## config.mk

```make
export PLATFORM = sky130hd
export DESIGN_NAME = pipelined_processor_bus_port
export DESIGN_NICKNAME = d
export VERILOG_FILES = /design/src/pkg/pbus_pkg.sv /design/src/logic/pipelined_processor_bus_port.sv
export VERILOG_INCLUDE_DIRS = /design/src /design/src/pkg
export SDC_FILE = /design/constraint.sdc
export NUM_CORES = 1
export LEC_CHECK = 0
export BUFFER_PORTS_ARGS = -buffer_cell sky130_fd_sc_hd__buf_4
export CAP_MARGIN = 20
export CORE_UTILIZATION = 40
export CTS_BUF_LIST = sky130_fd_sc_hd__clkbuf_8
export DETAILED_ROUTE_END_ITERATION = 10
export GPL_TIMING_DRIVEN = 0
export PLACE_DENSITY = 0.7
export RECOVER_POWER = 100
export SLEW_MARGIN = 40
export SYNTH_ARGS = -nofsm -noshare
export SYNTH_HDL_FRONTEND = slang
export SYNTH_SLANG_ARGS = --single-unit
```

## constraint.sdc

```tcl
create_clock -name clk_i -period 2.1 [get_ports clk_i]
set_input_delay 0.105 -clock clk_i [delete_from_list [all_inputs] [get_ports clk_i]]
set_output_delay 0.105 -clock clk_i [all_outputs]
set_load 0.03 [all_outputs]
```

## src/pkg/pbus_defines.svh

```systemverilog
`ifndef PBUS_DEFINES_SVH
`define PBUS_DEFINES_SVH

// reply encodings, high bit first
`define PBUS_REPLY_RSVD       2'h0
`define PBUS_REPLY_WAIT       2'h1
`define PBUS_REPLY_SUCCESS    2'h2
`define PBUS_REPLY_FAULT      2'h3

// access size encodings on the core request port
`define PBUS_SIZE_BYTE        2'h0
`define PBUS_SIZE_HALF        2'h1
`define PBUS_SIZE_WORD        2'h2

// wishbone register byte offsets
`define PBUS_REG_CTRL         4'h0
`define PBUS_REG_STATUS       4'h4
`define PBUS_REG_FAULTS       4'h8

// field positions
`define PBUS_CTRL_RSV_FAULT   0
`define PBUS_STAT_IRSV        0
`define PBUS_STAT_DRSV        1

// reset values
`define PBUS_CTRL_RESET       8'h00
`define PBUS_STAT_RESET       2'h0
`define PBUS_RESET_VECTOR     30'h00000000

`endif

```

## src/pkg/pbus_pkg.sv

```systemverilog
package pbus_pkg;
  `include "pbus_defines.svh"

  // phase type currently presented on the instruction bus
  typedef enum logic [2:0]
  {
    IST_BOOT  = 3'b001,
    IST_FETCH = 3'b010,
    IST_NULL  = 3'b100
  } ifetch_state_t;

  typedef enum logic [1:0]
  {
    RK_SUCCESS = 2'h0,
    RK_WAIT    = 2'h1,
    RK_FAULT   = 2'h2
  } reply_kind_t;

  typedef enum logic [1:0]
  {
    SZ_BYTE = `PBUS_SIZE_BYTE,
    SZ_HALF = `PBUS_SIZE_HALF,
    SZ_WORD = `PBUS_SIZE_WORD
  } access_size_t;
endpackage

```

## src/logic/pipelined_processor_bus_port.sv

```systemverilog
// Local design decisions: the register offsets and the Wishbone slave port.
`timescale 1ns/10ps
`include "pbus_defines.svh"

// Operation
// - everything launched and sampled on the single processor clock
// - full words on both buses; bytes and half-words only on data bus
// - address buses carry word address only; low two bits implied zero
// - slave may return full word; processor extracts requested bytes itself
// - each bus carries a supervisor/user space select per transaction
// - processor drives addresses, enables, strobe, and data except on reads
// - a new address phase may issue every cycle before prior reply
// - idle cycles are null transactions: lines driven, enables or strobe negated
// - replies to null transactions are ignored on both buses
// - byte enable n qualifies data bits 8n+7 down to 8n
// - data read/write output is high for reads, low for writes
// - lock output holds data bus locked; instruction bus has none
// - instruction side fetches every cycle except three null cases
// - during stalls the next needed instruction address is repeated
// - replies to stall repeats are ignored until the pipeline advances
// - exactly one null fetch after reset with strobe undriven
// - return with invalid pointer issues one null instruction transaction
// - access after a taken instruction fault exception is a null transaction
// - on wait reply, ignore code lines and keep presenting next address
// - fault reply marks the instruction invalid; exception only if executed
module pipelined_processor_bus_port #(
  parameter int WB_ADDR_W = 8
) (
  input  wire logic                   clk_i,
  input  wire logic                   rst_i,
  // wishbone classic slave
  input  wire logic                   wb_cyc_i,
  input  wire logic                   wb_stb_i,
  input  wire logic                   wb_we_i,
  input  wire logic [WB_ADDR_W-1:0]   wb_adr_i,
  input  wire logic [3:0]             wb_sel_i,
  input  wire logic [31:0]            wb_dat_i,
  output logic      [31:0]            wb_dat_o,
  output logic                        wb_ack_o,
  // core side, instruction unit
  input  wire logic                   supervisor_i,
  input  wire logic                   stall_i,
  input  wire logic                   redirect_i,
  input  wire logic                   rte_invalid_i,
  input  wire logic                   exc_taken_i,
  input  wire logic [29:0]            target_i,
  output logic                        instr_valid_o,
  output logic      [31:0]            instr_word_o,
  output logic                        instr_fault_o,
  // core side, data unit
  input  wire logic                   dreq_valid_i,
  output logic                        dreq_ready_o,
  input  wire logic                   dreq_write_i,
  input  wire logic                   dreq_signed_i,
  input  wire pbus_pkg::access_size_t dreq_size_i,
  input  wire logic [31:0]            dreq_addr_i,
  input  wire logic [31:0]            dreq_wdata_i,
  input  wire logic                   data_bus_lock_i,
  output logic                        drsp_valid_o,
  output logic      [31:0]            drsp_data_o,
  output logic                        drsp_fault_o,
  // instruction bus
  output logic      [29:0]            instr_word_address_o,
  output logic                        instr_space_select_o,
  output logic                        instr_fetch_strobe_o,
  output logic                        instr_fetch_strobe_oe_o,
  input  wire logic [31:0]            instr_word_lines_i,
  input  wire logic [1:0]             instr_side_reply_i,
  // data bus
  output logic      [29:0]            data_word_address_o,
  output logic                        data_space_select_o,
  output logic      [3:0]             byte_lane_enables_o,
  output logic                        data_read_not_write_o,
  output logic                        data_bus_lock_o,
  output logic      [31:0]            data_word_lines_o,
  output logic                        data_word_lines_oe_o,
  input  wire logic [31:0]            data_word_lines_i,
  input  wire logic [1:0]             data_side_reply_i
);
  import pbus_pkg::*;

  if (WB_ADDR_W < 5)
  begin : g_check
    $error("WB_ADDR_W must be at least 5");
  end

  // reserved code 00 maps to fault or wait as software selects
  function automatic reply_kind_t reply_kind(input logic [1:0] raw, input logic rsv_fault);
    reply_kind_t k;
    k = RK_SUCCESS;
    case (raw)
      `PBUS_REPLY_SUCCESS: k = RK_SUCCESS;
      `PBUS_REPLY_WAIT:    k = RK_WAIT;
      `PBUS_REPLY_FAULT:   k = RK_FAULT;
      default:             k = rsv_fault ? RK_FAULT : RK_WAIT;
    endcase
    return k;
  endfunction

  function automatic logic [3:0] lane_mask(input access_size_t sz, input logic [1:0] off);
    logic [3:0] m;
    m = 4'hf;
    case (sz)
      SZ_BYTE: m = 4'h1 << off;
      SZ_HALF: m = off[1] ? 4'hc : 4'h3;
      default: m = 4'hf;
    endcase
    return m;
  endfunction

  // replicate narrow data so any lane the slave picks is right
  function automatic logic [31:0] spread(input access_size_t sz, input logic [31:0] d);
    logic [31:0] r;
    r = d;
    case (sz)
      SZ_BYTE: r = {4{d[7:0]}};
      SZ_HALF: r = {2{d[15:0]}};
      default: r = d;
    endcase
    return r;
  endfunction

  function automatic logic [31:0] extract(input logic [31:0] w, input logic [1:0] off,
                                          input access_size_t sz, input logic sgn);
    logic [31:0] r;
    logic [7:0]  b;
    logic [15:0] h;
    r = w;
    b = w[8*off +: 8];
    h = off[1] ? w[31:16] : w[15:0];
    case (sz)
      SZ_BYTE: r = {{24{sgn & b[7]}}, b};
      SZ_HALF: r = {{16{sgn & h[15]}}, h};
      default: r = w;
    endcase
    return r;
  endfunction

  logic [7:0]  ctrl_q;
  logic        rsv_fault;
  assign rsv_fault = ctrl_q[`PBUS_CTRL_RSV_FAULT];

  // instruction unit state
  ifetch_state_t ist_q, ist_d;
  logic [29:0]   iaddr_q, iaddr_d;
  logic          ispace_q, ispace_d;
  logic          ipend_q, ipend_d;
  logic          ivalid_q, ivalid_d;
  logic [31:0]   iword_q, iword_d;
  logic          ifault_q, ifault_d;
  reply_kind_t   ikind;
  logic          ihold;
  logic          iuse;
  logic          ifault_now;
  logic          ievent;

  assign ikind      = reply_kind(instr_side_reply_i, rsv_fault);
  assign ihold      = ipend_q && (ikind == RK_WAIT);
  assign iuse       = ipend_q && !ihold;
  assign ifault_now = iuse && (ikind == RK_FAULT);
  assign ievent     = exc_taken_i || rte_invalid_i;

  // next phase of the instruction bus; later branches lose to earlier ones
  always_comb
  begin
    ist_d    = ist_q;
    iaddr_d  = iaddr_q;
    ispace_d = ispace_q;
    ipend_d  = ipend_q;
    ivalid_d = iuse;
    iword_d  = iuse ? instr_word_lines_i : iword_q;
    ifault_d = ifault_now;
    if (ievent)
    begin
      ist_d    = IST_NULL;
      iaddr_d  = target_i;
      ispace_d = supervisor_i;
      ipend_d  = 1'b0;
    end
    else if (redirect_i)
    begin
      ist_d    = IST_FETCH;
      iaddr_d  = target_i;
      ispace_d = supervisor_i;
      ipend_d  = 1'b0;
    end
    else if (ihold)
    begin
      ipend_d = 1'b1; // bus phase repeats untouched
    end
    else if (ifault_now)
    begin
      ist_d   = IST_FETCH; // access after the fault is dropped and repeated
      ipend_d = 1'b0;
    end
    else
    begin
      case (ist_q)
        IST_FETCH:
        begin
          ipend_d = !stall_i;
          if (!stall_i)
          begin
            iaddr_d  = iaddr_q + 30'h1;
            ispace_d = supervisor_i;
          end
        end
        IST_BOOT, IST_NULL:
        begin
          ist_d   = IST_FETCH;
          ipend_d = 1'b0;
        end
        default:
        begin
          ist_d   = IST_BOOT;
          ipend_d = 1'b0;
        end
      endcase
    end
  end

  // instruction registers, reset lands on the single boot null
  always_ff @(posedge clk_i)
  begin
    if (rst_i)
    begin
      ist_q    <= IST_BOOT;
      iaddr_q  <= `PBUS_RESET_VECTOR;
      ispace_q <= 1'b1;
      ipend_q  <= 1'b0;
      ivalid_q <= 1'b0;
      iword_q  <= 32'h00000000;
      ifault_q <= 1'b0;
    end
    else
    begin
      ist_q    <= ist_d;
      iaddr_q  <= iaddr_d;
      ispace_q <= ispace_d;
      ipend_q  <= ipend_d;
      ivalid_q <= ivalid_d;
      iword_q  <= iword_d;
      ifault_q <= ifault_d;
    end
  end

  // strobe is floated only during the boot null
  assign instr_word_address_o    = iaddr_q;
  assign instr_space_select_o    = ispace_q;
  assign instr_fetch_strobe_o    = (ist_q == IST_FETCH);
  assign instr_fetch_strobe_oe_o = (ist_q != IST_BOOT);
  assign instr_valid_o           = ivalid_q;
  assign instr_word_o            = iword_q;
  assign instr_fault_o           = ifault_q;

  // data unit: bus phase registers and the metadata of the pending reply
  logic [29:0]  daddr_q, daddr_d;
  logic         dspace_q, dspace_d;
  logic [3:0]   dbe_q, dbe_d;
  logic         drnw_q, drnw_d;
  logic         data_bus_lock_q, data_bus_lock_d;
  logic [31:0]  dwdata_q, dwdata_d;
  logic [1:0]   doff_q, doff_d;
  access_size_t dsize_q, dsize_d;
  logic         dsgn_q, dsgn_d;
  logic         dpend_q, dpend_d;
  logic [1:0]   poff_q, poff_d;
  access_size_t psize_q, psize_d;
  logic         psgn_q, psgn_d;
  logic         prd_q, prd_d;
  logic         dvalid_q, dvalid_d;
  logic [31:0]  ddata_q, ddata_d;
  logic         dfault_q, dfault_d;
  reply_kind_t  dkind;
  logic         dhold;
  logic         daccept;

  assign dkind        = reply_kind(data_side_reply_i, rsv_fault);
  assign dhold        = dpend_q && (dkind == RK_WAIT);
  assign dreq_ready_o = !dhold; // one request per cycle unless a wait holds the bus
  assign daccept      = dreq_valid_i && !dhold;

  // accepted request becomes next phase; otherwise a null phase follows, unless a wait holds the phase
  always_comb
  begin
    daddr_d  = daddr_q;
    dspace_d = dspace_q;
    dbe_d    = dbe_q;
    drnw_d   = drnw_q;
    data_bus_lock_d  = data_bus_lock_q;
    dwdata_d = dwdata_q;
    doff_d   = doff_q;
    dsize_d  = dsize_q;
    dsgn_d   = dsgn_q;
    dpend_d  = dpend_q;
    poff_d   = poff_q;
    psize_d  = psize_q;
    psgn_d   = psgn_q;
    prd_d    = prd_q;
    dvalid_d = dpend_q && !dhold;
    ddata_d  = ddata_q;
    dfault_d = dpend_q && !dhold && (dkind == RK_FAULT);
    if (dpend_q && !dhold && prd_q)
    begin
      ddata_d = extract(data_word_lines_i, poff_q, psize_q, psgn_q);
    end
    if (!dhold)
    begin
      dpend_d = (dbe_q != 4'h0);
      poff_d  = doff_q;
      psize_d = dsize_q;
      psgn_d  = dsgn_q;
      prd_d   = drnw_q;
      data_bus_lock_d = data_bus_lock_i;
      dbe_d   = 4'h0;    // null keeps address and data lines
      if (daccept)
      begin
        daddr_d  = dreq_addr_i[31:2];
        dspace_d = supervisor_i;
        dbe_d    = lane_mask(dreq_size_i, dreq_addr_i[1:0]);
        drnw_d   = !dreq_write_i;
        dwdata_d = dreq_write_i ? spread(dreq_size_i, dreq_wdata_i) : dwdata_q;
        doff_d   = dreq_addr_i[1:0];
        dsize_d  = dreq_size_i;
        dsgn_d   = dreq_signed_i;
      end
    end
  end

  always_ff @(posedge clk_i)
  begin
    if (rst_i)
    begin
      daddr_q  <= 30'h00000000;
      dspace_q <= 1'b1;
      dbe_q    <= 4'h0;
      drnw_q   <= 1'b1;
      data_bus_lock_q  <= 1'b0;
      dwdata_q <= 32'h00000000;
      doff_q   <= 2'h0;
      dsize_q  <= SZ_WORD;
      dsgn_q   <= 1'b0;
      dpend_q  <= 1'b0;
      poff_q   <= 2'h0;
      psize_q  <= SZ_WORD;
      psgn_q   <= 1'b0;
      prd_q    <= 1'b1;
      dvalid_q <= 1'b0;
      ddata_q  <= 32'h00000000;
      dfault_q <= 1'b0;
    end
    else
    begin
      daddr_q  <= daddr_d;
      dspace_q <= dspace_d;
      dbe_q    <= dbe_d;
      drnw_q   <= drnw_d;
      data_bus_lock_q  <= data_bus_lock_d;
      dwdata_q <= dwdata_d;
      doff_q   <= doff_d;
      dsize_q  <= dsize_d;
      dsgn_q   <= dsgn_d;
      dpend_q  <= dpend_d;
      poff_q   <= poff_d;
      psize_q  <= psize_d;
      psgn_q   <= psgn_d;
      prd_q    <= prd_d;
      dvalid_q <= dvalid_d;
      ddata_q  <= ddata_d;
      dfault_q <= dfault_d;
    end
  end

  // data lines released only for an active read phase
  assign data_word_address_o   = daddr_q;
  assign data_space_select_o   = dspace_q;
  assign byte_lane_enables_o   = dbe_q;
  assign data_read_not_write_o = drnw_q;
  assign data_bus_lock_o       = data_bus_lock_q;
  assign data_word_lines_o     = dwdata_q;
  assign data_word_lines_oe_o  = !((dbe_q != 4'h0) && drnw_q);
  assign drsp_valid_o          = dvalid_q;
  assign drsp_data_o           = ddata_q;
  assign drsp_fault_o          = dfault_q;

  // register file: control, sticky reserved-reply flags (instruction flag only while reserved maps to fault), fault counters
  logic [7:0]  ctrl_d;
  logic [1:0]  stat_q, stat_d;
  logic [15:0] icnt_q, icnt_d;
  logic [15:0] dcnt_q, dcnt_d;
  logic        ack_q, ack_d;
  logic [31:0] rdat_q, rdat_d;
  logic        wb_req;
  logic        hit;
  logic        irsv_seen;
  logic        drsv_seen;
  logic        dfault_now;

  assign wb_req     = wb_cyc_i && wb_stb_i && !ack_q;
  assign hit        = (wb_adr_i[WB_ADDR_W-1:4] == '0);
  assign irsv_seen  = iuse && (instr_side_reply_i == `PBUS_REPLY_RSVD);
  assign drsv_seen  = dpend_q && (data_side_reply_i == `PBUS_REPLY_RSVD);
  assign dfault_now = dpend_q && !dhold && (dkind == RK_FAULT);

  // hardware set wins over a software clear in the same cycle
  always_comb
  begin
    ctrl_d = ctrl_q;
    stat_d = stat_q;
    icnt_d = icnt_q;
    dcnt_d = dcnt_q;
    ack_d  = wb_req;
    rdat_d = 32'h00000000;
    if (wb_req && hit && wb_we_i)
    begin
      case (wb_adr_i[3:0])
        `PBUS_REG_CTRL:   ctrl_d = wb_sel_i[0] ? wb_dat_i[7:0] : ctrl_q;
        `PBUS_REG_STATUS: stat_d = wb_sel_i[0] ? (stat_q & ~wb_dat_i[1:0]) : stat_q;
        `PBUS_REG_FAULTS:
        begin
          icnt_d = 16'h0000;
          dcnt_d = 16'h0000;
        end
        default: ctrl_d = ctrl_q;
      endcase
    end
    if (wb_req && hit && !wb_we_i)
    begin
      case (wb_adr_i[3:0])
        `PBUS_REG_CTRL:   rdat_d = {24'h000000, ctrl_q};
        `PBUS_REG_STATUS: rdat_d = {30'h00000000, stat_q};
        `PBUS_REG_FAULTS: rdat_d = {dcnt_q, icnt_q};
        default:          rdat_d = 32'h00000000;
      endcase
    end
    if (irsv_seen)
    begin
      stat_d[`PBUS_STAT_IRSV] = 1'b1;
    end
    if (drsv_seen)
    begin
      stat_d[`PBUS_STAT_DRSV] = 1'b1;
    end
    // counters saturate so a fault storm cannot wrap to zero
    if (ifault_now && (icnt_d != 16'hffff))
    begin
      icnt_d = icnt_d + 16'h1;
    end
    if (dfault_now && (dcnt_d != 16'hffff))
    begin
      dcnt_d = dcnt_d + 16'h1;
    end
  end

  always_ff @(posedge clk_i)
  begin
    if (rst_i)
    begin
      ctrl_q <= `PBUS_CTRL_RESET;
      stat_q <= `PBUS_STAT_RESET;
      icnt_q <= 16'h0000;
      dcnt_q <= 16'h0000;
      ack_q  <= 1'b0;
      rdat_q <= 32'h00000000;
    end
    else
    begin
      ctrl_q <= ctrl_d;
      stat_q <= stat_d;
      icnt_q <= icnt_d;
      dcnt_q <= dcnt_d;
      ack_q  <= ack_d;
      rdat_q <= rdat_d;
    end
  end

  assign wb_ack_o = ack_q;
  assign wb_dat_o = rdat_q;
endmodule

```

==> results.ini <==
[floorplan]
dieHeight_microns = 167
fp.dieArea_sq_mm = 0.0279
design.core.area_sq_mm = 0.0268
fp-row-count = 60
io_pins = 427
initial_core_util_pct = 40.7
dieWidth_microns = 167

[placed_design]
dp_slack_ps = -319
placed_cells = 2050
portBuffers = 395
post-dp-hpwl_microns = 28600
finalWeightedCongestion = 0.887

[setup_path]
rr_worst_depth = 5
rrSetupSlack_ps = 40
arrival_ps = 2470
critPathSlowestCell = o41ai_1
critPathKind = register to register
critical_path.top_delay_family = compound AO/OA/AOI/OAI gates
timing.rr.start = ctrl_q[0]
crit_chain = nor2b_1, o21ai_0, or2_2, clkbuf_1, o41ai_1
cp_max_fo = 10
end_kind = register
critical-path-max-stage-delay_ps = 490
crit_start = ctrl_q[0]
crit_cells = 5
critical_path_buf_inv_count = 1
crit_path_end = drsp_data_o[15]
reg2reg_to = drsp_data_o[15]
start_kind = register
crit_required_ps = 2520

[sta]
grt_setup_unrepaired = yes
relSlewSlack_pct = 44.1
fmax_mhz = 486
tightest_slew_ps = 839
fin_crit_ps = 2060
hold_viol_final = 0
hold-worst-slack_ps = 26.9
setup_viol = 0
worst_slack_ps = 43.8
skew_ps = 21.3
finalMaxSlewViolations = 0
setup_tns_ps = 0
period_share_pct = 97.9

[power]
leakage_nw = 6.43
p_per_area_mw_per_mm2 = 705
vdd_drop_max_v = 0.000568

[synthesis]
async_flop_share_pct = 0
synth_cell_type_count = 64
yosysTopAreaCell = dfxtp_1
ys_ff_latch = 259
synth_top_family_by_area = simple AND/OR/NAND/NOR gates
synth_nets = 1537
yosysSeqAreaShare_pct = 47.6
synth-xor-area-share_pct = 3.05
synth_edf_count = 0
synth_area_sq_mm = 0.0109
muxShareOfSynthArea_pct = 4.01
ys.flop_type = dfxtp_1
ys_top_cells_by_area = dfxtp_1, nand2_1, a21oi_1, nor2_1, a211oi_1
syn_avg_cell_area_sq_um = 8.29
ys_warn_count = 0
yosys.area_share.simple_pct = 24.7
synth.top_cell.area_share_pct = 47.6
synth-adder-area-share_pct = 0.115
synth-compound-area-share_pct = 16.4
synth_cells = 1314

[layout]
finish.utilization_pct = 61.5
finalNonFillerCells = 2321
drive_gt1_share_pct = 16.4
nets = 2176
areaGrowthSynthToFinish_pct = 51.2

[detailed_routing]
finalWirelength_microns = 41300
drtIter0Drc = 714
wl_per_cell_microns = 17.8
final_antenna_net_count = 0
detail_route.vias_per_cell = 5.29
dr_total_vias = 12271
drc = 0
first_pass_iters = 6

[clocking]
clock_latency_ps = 550
root_buffer = clkbuf_8
cts_tree = done
htree_levels = 2
cts.sinks = 259
cts.reportedPaths.clkPinSlew_ps = 60
clockBufferDepth = 3
numCtsBuffers = 45

[global_route]
track_usage_pct = 28.8
grt_pass1_wl_microns = 64200
overflow = 0
grt_pass1_vias = 12259
antenna_found_initial = 1
grt_max_degree = 12

[worst_hold_path]
whs_path_depth = 4
hold_path_class = input port to register
worstHoldStart = wb_adr_i[2]

[run]
drv_cap = 0

[outcome]
status = finished, final reports clean

state kept, by name (all words and copies together) (netlist names), 16 cells and up:
signal / flops
instr_word_address_o: 30
instr_word_o: 32
data_word_lines_o: 32
wb_dat_o: 32
icnt_q: 16
drsp_data_o: 32
dcnt_q: 16
data_word_address_o: 30
cell usage after synthesis (all sizes together), types with 4 or more instances:
library cell and count:
a22oi 15, o21ai 47, nor3 12, or4 5
nand4 29, nand3 18, nor3b 12, nand3b 6
xor2 23, nor2 124, nand2b 12, mux2i 38
a21oi 124, and2 29, a31oi 8, and4 6
a311oi 8, nand2 278, nor2b 12, o211ai 4
a211oi 58, inv 24, clkbuf 71, nor4 7
dfxtp 259, o221ai 7, buf 14, or3 9
and3 12, xnor2 15
kinds of logic (layout without fill, tap and decap cells):
group	after synthesis	in the layout
simple gates	579	579
buf+inv	109	774
mux	42	42
flops	259	259
compound gates	286	286
xor+xnor	38	38
other cells	0	1
fa+ha+maj	1	1
cell type report:
cell class | instances | area (sq um)
Fill cell | 2412 | 10300
Multi-Input combinational cell | 946 | 5350
Sequential cell | 259 | 5190
Timing Repair Buffer | 593 | 4190
Clock buffer | 53 | 729
Tap cell | 341 | 427
Buffer | 84 | 385
Clock inverter | 20 | 110
Inverter | 24 | 90.1
Antenna cell | 1 | 2.50
power breakdown:
group	total, mW	leakage [nW]	internal [mW]	switching, mW
sequential	5.26	2.11	5.11	0.147
combinational	1.95	3.82	0.805	1.15
clock	4.41	0.491	2.39	2.02
total	11.6	6.43	8.31	3.31
worst min path at each step:
| stage | end |
|---|---|
| global placement | instr_word_address_o[12] |
| finish | wb_dat_o[1] |
| global route | wb_dat_o[0] |
| floorplan | ist_q[0] |
| detailed placement | instr_word_address_o[25] |
| CTS | wb_dat_o[1] |
layout by cell type (no fill, tap or decap), types with 27 or more instances in the layout:
| cell type | instances |
|---|---|
| dlygate4sd3_1 | 187 |
| buf_4 | 204 |
| o21ai_0 | 45 |
| nand4_1 | 27 |
| nor2_1 | 122 |
| clkbuf_1 | 260 |
| clkbuf_8 | 53 |
| a211oi_1 | 54 |
| a21oi_1 | 123 |
| inv_1 | 38 |
| nand2_1 | 277 |
| mux2i_1 | 38 |
| dfxtp_1 | 255 |
per-layer routing:
layer	global-route usage (%)	part of all wire [%]	up-vias
met5	0	0	-
met4	14.8	4.7	0
met3	6.46	7.8	150
met2	49.3	47	610
met1	33.6	40	5678
li1	-	-	5833
tightest hold or removal path, delay by kind of cell:
kind            cells  cell delay (ps)
mux                 1              150
compound gates      1               70
buf+inv             1              110
simple gates        1              100
through the flow:
stage | power, mW | instance area, sq um
global placement | 7.08 | 14300
finish | 11.6 | 16500
floorplan | 6.25 | 10900
CTS | 11.8 | 17100
detailed placement | 7.10 | 14300
global route | 12.1 | 16500
timing repair:
| action | CTS | global route |
|---|---|---|
| hold buffers | 186 | 1 |
| resized for setup | 18 | 30 |
| gates cloned | 1 | 0 |
| pin swaps | 7 | 7 |
| setup endpoints to repair | 101 | 97 |
| setup buffers | 5 | 6 |
| endpoints found under the hold margin | 192 | 3 |
(Power assumes the default switching activity.)
